$ cat src/pdspc_pkg.sv
package pdspc_pkg;

  // ****************************************
  // profile numbering and field layout
  // ****************************************
  localparam int unsigned PROFILE_W      = 3;
  localparam int unsigned FLAG_CNT       = 4;
  localparam logic [2:0]  PROFILE_FIRST  = 3'h2;
  localparam logic [2:0]  PROFILE_LAST   = 3'h5;
  localparam int unsigned STRAP_BIT      = 0;
  localparam logic        STRAP_RST      = 1'h0;

  // ****************************************
  // grouped carriers
  // ****************************************
  typedef struct packed {
    logic       sink_attached;
    logic       recovery_req;
    logic [2:0] profile;
  } pdspc_ctrl_t;

  typedef struct packed {
    logic bus_v_in_window;
    logic uv_en;
    logic uv_flag;
    logic ov_en;
    logic ov_flag;
  } pdspc_mon_t;

  typedef enum logic [2:0] {
    PDSPC_ST_IDLE     = 3'b001,
    PDSPC_ST_POWERED  = 3'b010,
    PDSPC_ST_RECOVERY = 3'b100
  } pdspc_state_t;

endpackage

$ cat src/pdspc_pin_ctrl.sv
`timescale 1ns/10ps
module pdspc_pin_ctrl
  import pdspc_pkg::*;
(
  input  wire logic        i_ref_clk,
  input  wire logic        i_resetn,
  input  wire pdspc_ctrl_t i_ctrl,
  input  wire pdspc_mon_t  i_mon,
  input  wire logic        i_cc_term_req,
  input  wire logic        i_slave_address_strap,
  output logic             o_config_channel_a_pu,
  output logic             o_config_channel_b_pu,
  output logic             o_source_power_path_enable_n_o,
  output logic             o_source_power_path_enable_n_oe,
  output logic [3:0]       o_profile_select_flag_n_o,
  output logic [3:0]       o_profile_select_flag_n_oe,
  output logic             o_external_discharge_ctrl,
  output logic             o_internal_discharge,
  output logic             o_power_enable_status,
  output logic             o_slave_address_bit0,
  output logic             o_in_recovery
);

  // ****************************************
  // strap sync, three stages since it is a pin
  // ****************************************
  logic [2:0]   strap_sync;
  logic [2:0]   strap_fill;
  logic         strap_taken;
  pdspc_state_t state;
  pdspc_state_t next_state;
  logic         attached_q;
  logic         pwr_en;
  logic         disch;
  logic [3:0]   flags;
  logic [3:0]   flag_dec;

  always_ff @(posedge i_ref_clk) begin
    if (!i_resetn) begin
      strap_sync <= 3'h0;
    end else begin
      strap_sync <= {strap_sync[1:0], i_slave_address_strap};
    end
  end

  // fill marks stages that hold real pin samples; without it the
  // reset zeros of the chain would agree and be latched as the strap
  always_ff @(posedge i_ref_clk) begin
    if (!i_resetn) begin
      strap_fill <= 3'h0;
    end else begin
      strap_fill <= {strap_fill[1:0], 1'h1};
    end
  end

  wire strap_agree = strap_fill[2] && (strap_sync[2] == strap_sync[1]);

  // latched at first agreeing sample after release, kept until next reset
  always_ff @(posedge i_ref_clk) begin
    if (!i_resetn) begin
      strap_taken          <= 1'h0;
      o_slave_address_bit0 <= STRAP_RST;
    end else if (!strap_taken && strap_agree) begin
      strap_taken          <= 1'h1;
      o_slave_address_bit0 <= strap_sync[2];
    end
  end

  // ****************************************
  // qualification and state
  // ****************************************
  wire supply_ok = !(i_mon.uv_en && i_mon.uv_flag) && !(i_mon.ov_en && i_mon.ov_flag);
  wire power_ok  = i_ctrl.sink_attached && i_mon.bus_v_in_window && supply_ok;
  wire detach    = attached_q && !i_ctrl.sink_attached;
  wire window_lost = (state == PDSPC_ST_POWERED) && !i_mon.bus_v_in_window;

  always_comb begin
    next_state = state;
    case (state)
      PDSPC_ST_IDLE: begin
        if (power_ok) next_state = PDSPC_ST_POWERED;
      end
      PDSPC_ST_POWERED: begin
        if (window_lost || i_ctrl.recovery_req) next_state = PDSPC_ST_RECOVERY;
        else if (!power_ok) next_state = PDSPC_ST_IDLE;
      end
      PDSPC_ST_RECOVERY: begin
        // leave only once the sink has gone, avoids re-powering a faulty link
        if (!i_ctrl.sink_attached) next_state = PDSPC_ST_IDLE;
      end
      default: next_state = PDSPC_ST_IDLE;
    endcase
    if (state != PDSPC_ST_RECOVERY && i_ctrl.recovery_req) next_state = PDSPC_ST_RECOVERY;
  end

  always_ff @(posedge i_ref_clk) begin
    if (!i_resetn) begin
      state      <= PDSPC_ST_IDLE;
      attached_q <= 1'h0;
      pwr_en     <= 1'h0;
      disch      <= 1'h0;
      flags      <= 4'h0;
    end else begin
      state      <= next_state;
      attached_q <= i_ctrl.sink_attached;
      pwr_en     <= (next_state == PDSPC_ST_POWERED);
      disch      <= detach || (next_state == PDSPC_ST_RECOVERY);
      flags      <= i_ctrl.sink_attached ? flag_dec : 4'h0;
    end
  end

  // ****************************************
  // profile decode, one flag per profile 2 to 5, none for the others
  // ****************************************
  genvar g;
  generate
    for (g = 0; g < FLAG_CNT; g++) begin : g_flag
      assign flag_dec[g] = (i_ctrl.profile == (PROFILE_FIRST + 3'(g)));
    end
  endgenerate

  // ****************************************
  // pins: open drain drives low only
  // ****************************************
  assign o_config_channel_a_pu            = i_resetn && i_cc_term_req;
  assign o_config_channel_b_pu            = i_resetn && i_cc_term_req;
  assign o_source_power_path_enable_n_o   = 1'h0;
  assign o_source_power_path_enable_n_oe  = pwr_en;
  assign o_power_enable_status            = !pwr_en; // pin level, low when on
  assign o_profile_select_flag_n_o        = 4'h0;
  assign o_profile_select_flag_n_oe       = flags;
  assign o_external_discharge_ctrl        = disch;
  assign o_internal_discharge             = disch;
  assign o_in_recovery                    = (state == PDSPC_ST_RECOVERY);

  // ****************************************
  // checks
  // ****************************************
  cc_float_a: assert property (@(posedge i_ref_clk)
    !i_resetn |->
    !o_config_channel_a_pu && !o_config_channel_b_pu)
    else $error("cc driven in reset");

  // enable is registered, so its qualification is looked at one edge back
  en_qual_a: assert property (@(posedge i_ref_clk) disable iff (!i_resetn)
    o_source_power_path_enable_n_oe |->
    $past(i_ctrl.sink_attached) && $past(i_mon.bus_v_in_window))
    else $error("enable without qualification");
  en_od_a: assert property (@(posedge i_ref_clk) disable iff (!i_resetn)
    o_source_power_path_enable_n_o == 1'h0)
    else $error("enable drives high");
  en_status_a: assert property (@(posedge i_ref_clk) disable iff (!i_resetn)
    o_power_enable_status != o_source_power_path_enable_n_oe)
    else $error("status mismatch");
  supply_qual_a: assert property (@(posedge i_ref_clk) disable iff (!i_resetn)
    (i_mon.uv_en && i_mon.uv_flag) |=> !o_source_power_path_enable_n_oe)
    else $error("enable during undervoltage");
  ov_qual_a: assert property (@(posedge i_ref_clk) disable iff (!i_resetn)
    (i_mon.ov_en && i_mon.ov_flag) |=> !o_source_power_path_enable_n_oe)
    else $error("enable during overvoltage");

  strap_wait_a: assert property (@(posedge i_ref_clk) disable iff (!i_resetn)
    !strap_fill[2] |-> !strap_taken)
    else $error("strap taken before sync filled");
  strap_hold_a: assert property (@(posedge i_ref_clk) disable iff (!i_resetn)
    strap_taken && $past(strap_taken) |-> $stable(o_slave_address_bit0))
    else $error("strap changed");

  flag_onehot_a: assert property (@(posedge i_ref_clk) disable iff (!i_resetn)
    $onehot0(o_profile_select_flag_n_oe))
    else $error("flags not one-hot");
  flag_map_a: assert property (@(posedge i_ref_clk) disable iff (!i_resetn)
    i_ctrl.sink_attached && (i_ctrl.profile >= PROFILE_FIRST) &&
    (i_ctrl.profile <= PROFILE_LAST) |=>
    o_profile_select_flag_n_oe == (4'h1 << ($past(i_ctrl.profile) - PROFILE_FIRST)))
    else $error("wrong profile flag");

  disch_mirror_a: assert property (@(posedge i_ref_clk) disable iff (!i_resetn)
    o_external_discharge_ctrl == o_internal_discharge)
    else $error("discharge mismatch");
  detach_disch_a: assert property (@(posedge i_ref_clk) disable iff (!i_resetn)
    (attached_q && !i_ctrl.sink_attached) |=> o_external_discharge_ctrl)
    else $error("no discharge on detach");
  recov_disch_a: assert property (@(posedge i_ref_clk) disable iff (!i_resetn)
    o_in_recovery |-> o_external_discharge_ctrl)
    else $error("no discharge in recovery");

  window_drop_a: assert property (@(posedge i_ref_clk) disable iff (!i_resetn)
    (state == PDSPC_ST_POWERED && !i_mon.bus_v_in_window) |=>
    !o_source_power_path_enable_n_oe && o_in_recovery)
    else $error("no recovery");
  en_release_a: assert property (@(posedge i_ref_clk) disable iff (!i_resetn)
    o_in_recovery |-> !o_source_power_path_enable_n_oe)
    else $error("enable held in recovery");

  idle_flags_a: assert property (@(posedge i_ref_clk) disable iff (!i_resetn)
    !i_ctrl.sink_attached |=> o_profile_select_flag_n_oe == 4'h0)
    else $error("flag without sink");
  profile1_a: assert property (@(posedge i_ref_clk) disable iff (!i_resetn)
    (i_ctrl.profile < PROFILE_FIRST) |=> o_profile_select_flag_n_oe == 4'h0)
    else $error("flag for base profile");

  // ****************************************
  // cover points
  // ****************************************
  power_on_c: cover property (@(posedge i_ref_clk) disable iff (!i_resetn)
    $rose(o_source_power_path_enable_n_oe));
  recovery_c: cover property (@(posedge i_ref_clk) disable iff (!i_resetn) $rose(o_in_recovery));
  profile5_c: cover property (@(posedge i_ref_clk) disable iff (!i_resetn)
    o_profile_select_flag_n_oe == 4'h8);
  detach_c: cover property (@(posedge i_ref_clk) disable iff (!i_resetn)
    $fell(i_ctrl.sink_attached) ##1 o_external_discharge_ctrl);
  strap_one_c: cover property (@(posedge i_ref_clk) disable iff (!i_resetn)
    $rose(strap_taken) && o_slave_address_bit0);

endmodule

$ cat config.mk
export PLATFORM = sky130hd
export DESIGN_NAME = pdspc_pin_ctrl
export DESIGN_NICKNAME = d
export VERILOG_FILES = /design/src/pdspc_pkg.sv /design/src/pdspc_pin_ctrl.sv
export SDC_FILE = /design/constraint.sdc
export NUM_CORES = 1
export LEC_CHECK = 0
export ABC_AREA = 0
export BUFFER_PORTS_ARGS = -buffer_cell sky130_fd_sc_hd__clkbuf_2
export CORE_MARGIN = 2
export CORE_UTILIZATION = 40
export CTS_BUF_LIST = sky130_fd_sc_hd__clkbuf_8
export DETAILED_ROUTE_END_ITERATION = 12
export GPL_ROUTABILITY_DRIVEN = 0
export PLACE_DENSITY_LB_ADDON = 0.08
export SYNTH_ARGS = -nofsm -noshare
export SYNTH_HDL_FRONTEND = slang
export SYNTH_SLANG_ARGS = --single-unit
$ cat constraint.sdc
create_clock -name i_ref_clk -period 1.2 [get_ports i_ref_clk]
set_input_delay 0.12 -clock i_ref_clk [delete_from_list [all_inputs] [get_ports i_ref_clk]]
set_output_delay 0.12 -clock i_ref_clk [all_outputs]
set_load 0.01 [all_outputs]
==> summary.md <==
| Metric | Value |
|---|---|
| Status | complete, but fails checks |
| Failing checks | negative setup slack |
| Num Clock Sinks | 18 |
| Initial antenna violation count | 0 |
| Num CTS Buffers | 3 |
| Port buffer count | 25 |
| DRC viols | 0 |
| Final worst setup slack | -0.0540 ns |
| Share of layout cells above drive strength 1 | 45.0% |
| Static Leak | 0.438 nW |
| Hold Vio Cnt, Final | 0 |
| Top_reg_cell synth | dfxtp_1 |
| Worst Path Max Fanout | 6 |
| Final ANT Viol Nets | 0 |
| H-tree Lvls | 1 |
| CP Class | flip-flop to flip-flop |
| Ys async rst share | 0% |
| Critical Path Start Type | flip-flop |
| Avg Vias per Cell | 4.60 |
| Core ar. | 0.00171 sq mm |
| Critical Path Sink Type | flip-flop |
| Post-route minimum period | 1.25 ns |
| Final HPWL DP | 982 um |
| Clock Tree Buf Depth | 2 |
| FP Rows | 15 |
| Max_cap viols | 0 |
| Reg clk slew, reported paths | 0.06 ns |
| Post-Syn Instances | 76 |
| Syn_area_per_cell | 9.43 sq um |
| Total routed wirelength | 1.26 mm |
| CP required | 1.35 ns |
| RSZ-0062 raised after global routing | yes |
| Starting density of the core | 42.0% |
| Pwr dens | 1240 mW/mm^2 |
| Worst vdd ir | 1.00 mV |
| Yosys reg bits | 18 |
| Pin count of the biggest net entering global routing | 11 |
| Iteration count of the initial detailed-routing pass | 3 |
| Post-route clock period utilization | 105% |
| Count of cell types in the netlist | 21 |
| Seq/Total Area, Yosys | 50.3% |
| GR Overflow Total | 0 |
| Global-route usage over all layers | 13.8% |
| Synthesized area | 717 sq um |
| Total Power | 0.00126 W |
| Number of synthesized flops with an enable pin | 0 |
| WP data arrival | 1.40 ns |
| Number of hold buffers added after CTS | 0 |
| FF-to-FF path depth | 2 |
| IO Pins | 31 |
| Die Area | 0.00215 sq mm |
| Setup violations, final | 3 |
| Hold crit path type | input port to flip-flop |
| Clock skew | 0.00107 ns |
| Nets@finish | 124 |
| Die height | 46.3 um |
| Die Wd | 46.3 um |
| Global-route wire length before repair | 2.11 mm |
| Slew Limit Fails | 0 |
| Vias in the first global route | 513 |
| Total number of vias | 616 |
| WL per Instance | 9.43 um |
| Final setup TNS | -0.112 ns |
| CTS tree | done |
| Area grow syn2layout | 41.7% |
| Fmax | 797 MHz |
| DR iter-0 viols | 1 |
| Synth Warn # | 0 |
| Antenna diodes | 0 |
| Worst skew pair latency | 0.25 ns |
| Clock root buffer master | clkbuf_8 |
| Hold path depth | 2 |
[worst max-delay path, stage by stage (launching register included)]
cell	delay [ns]
dfxtp_4	0.39
or3b_4	0.42
a2111oi_2	0.35
[final timing paths]
kind,start,slack [ns],endpoint
setup / recovery,state[0]$_SDFF_PN1_,-0.05,o_source_power_path_enable_n_oe$_SDFF_PN0_
hold / removal,i_ctrl[0],0.06,o_profile_select_flag_n_oe[0]$_SDFF_PN0_
setup reg to reg,state[0]$_SDFF_PN1_,-0.05,o_source_power_path_enable_n_oe$_SDFF_PN0_
hold reg to reg,strap_sync[0]$_SDFF_PN0_,0.43,strap_sync[1]$_SDFF_PN0_
[synth_stat cells (3+ instances only)]
library cell	number	share of area, %
dfxtp_1	18	50
a21oi_1	5	3.5
nand2_1	3	1.6
o21ai_0	4	2.8
nor3_1	3	2.1
buf_4	7	7.3
inv_1	5	2.6
nor2_1	6	3.1
nand2b_1	5	4.4
and2_1	5	4.4
[metrics by stage]
step           setup slack (ns)  util, %  instance area [sq um]  hold WS (ns)  std cells
6_report                -0.0540     59.5                   1020        0.0640        134
3_5_place_dp            -0.0232     52.3                    893         0.325        129
4_1_cts                 -0.0481     56.6                    967        0.0595        134
5_1_grt                  -0.118     59.5                   1020        0.0700        134
3_3_place_gp            0.00121     52.3                    893         0.325        129
2_1_floorplan           0.00819        -                    744         0.148         80
[repair_timing]
item / in CTS / in global routing
setup buffers: 2 / 0
resized for setup: 3 / 11
endpoints found under the setup margin: 3 / 6
pin swaps: 1 / 4
[registers in the layout, summed over array words and instances (netlist names)]
signal                           count
strap_taken                          1
strap_sync                           3
o_slave_address_bit0                 1
strap_fill                           3
o_source_power_path_enable_n_oe      1
state                                3
attached_q                           1
o_profile_select_flag_n_oe           4
o_external_discharge_ctrl            1
[layout by cell type (no fill, tap or decap)]
cell type   n
o21ai_0     3
clkbuf_8    4
and2_1      5
nand2b_1    5
nor3b_2     1
nor2_2      1
o22ai_1     1
a31oi_1     2
or3b_1      1
or3b_4      1
nand2_1     3
inv_1       5
nor2_1      5
nor4b_4     1
a2111oi_2   1
a21oi_1     3
dfxtp_2     2
buf_2       1
a2111oi_4   1
a22oi_2     1
nor3b_4     1
xnor2_1     1
nor3_1      3
buf_4       4
dfxtp_4     1
buf_6       3
clkbuf_2   24
a22oi_1     1
conb_1      5
nand3_1     1
dfxtp_1    15
o21ai_1     1
a21oi_2     2
[logic make-up after synthesis]
logic type / after synthesis / share of synthesized area, %
xor+xnor: 1 / 1.22
other cells: 1 / 0.523
flops: 18 / 50.3
compound gates: 16 / 15.2
simple gates: 28 / 22.9
buf+inv: 12 / 9.95
[report_power, final]
| group | total (W) | switching, W | internal, W |
|---|---|---|---|
| clock network | 0.000475 | 0.000184 | 0.000291 |
| registers | 0.000637 | 0.0000165 | 0.000621 |
| logic | 0.000147 | 0.0000759 | 0.0000712 |
| total | 0.00126 | 0.000276 | 0.000983 |
[area by class of cell]
class / count / area (sq um)
tap: 25 / 31.3
clock buffer: 4 / 55.1
timing repair buffer: 32 / 189
sequential: 18 / 367
multi-input combinational: 50 / 355
inverter: 5 / 18.8
fill: 158 / 692
[metal layers]
metal  routed length [um]  vias up  track usage, %
met5                    0        -               0
li1                     -      317               -
met2                  619       19            22.5
met3                   74        0            7.45
met4                    0        0            1.71
met1                  569      280            16.3
Power figures use the tool's default switching activity.
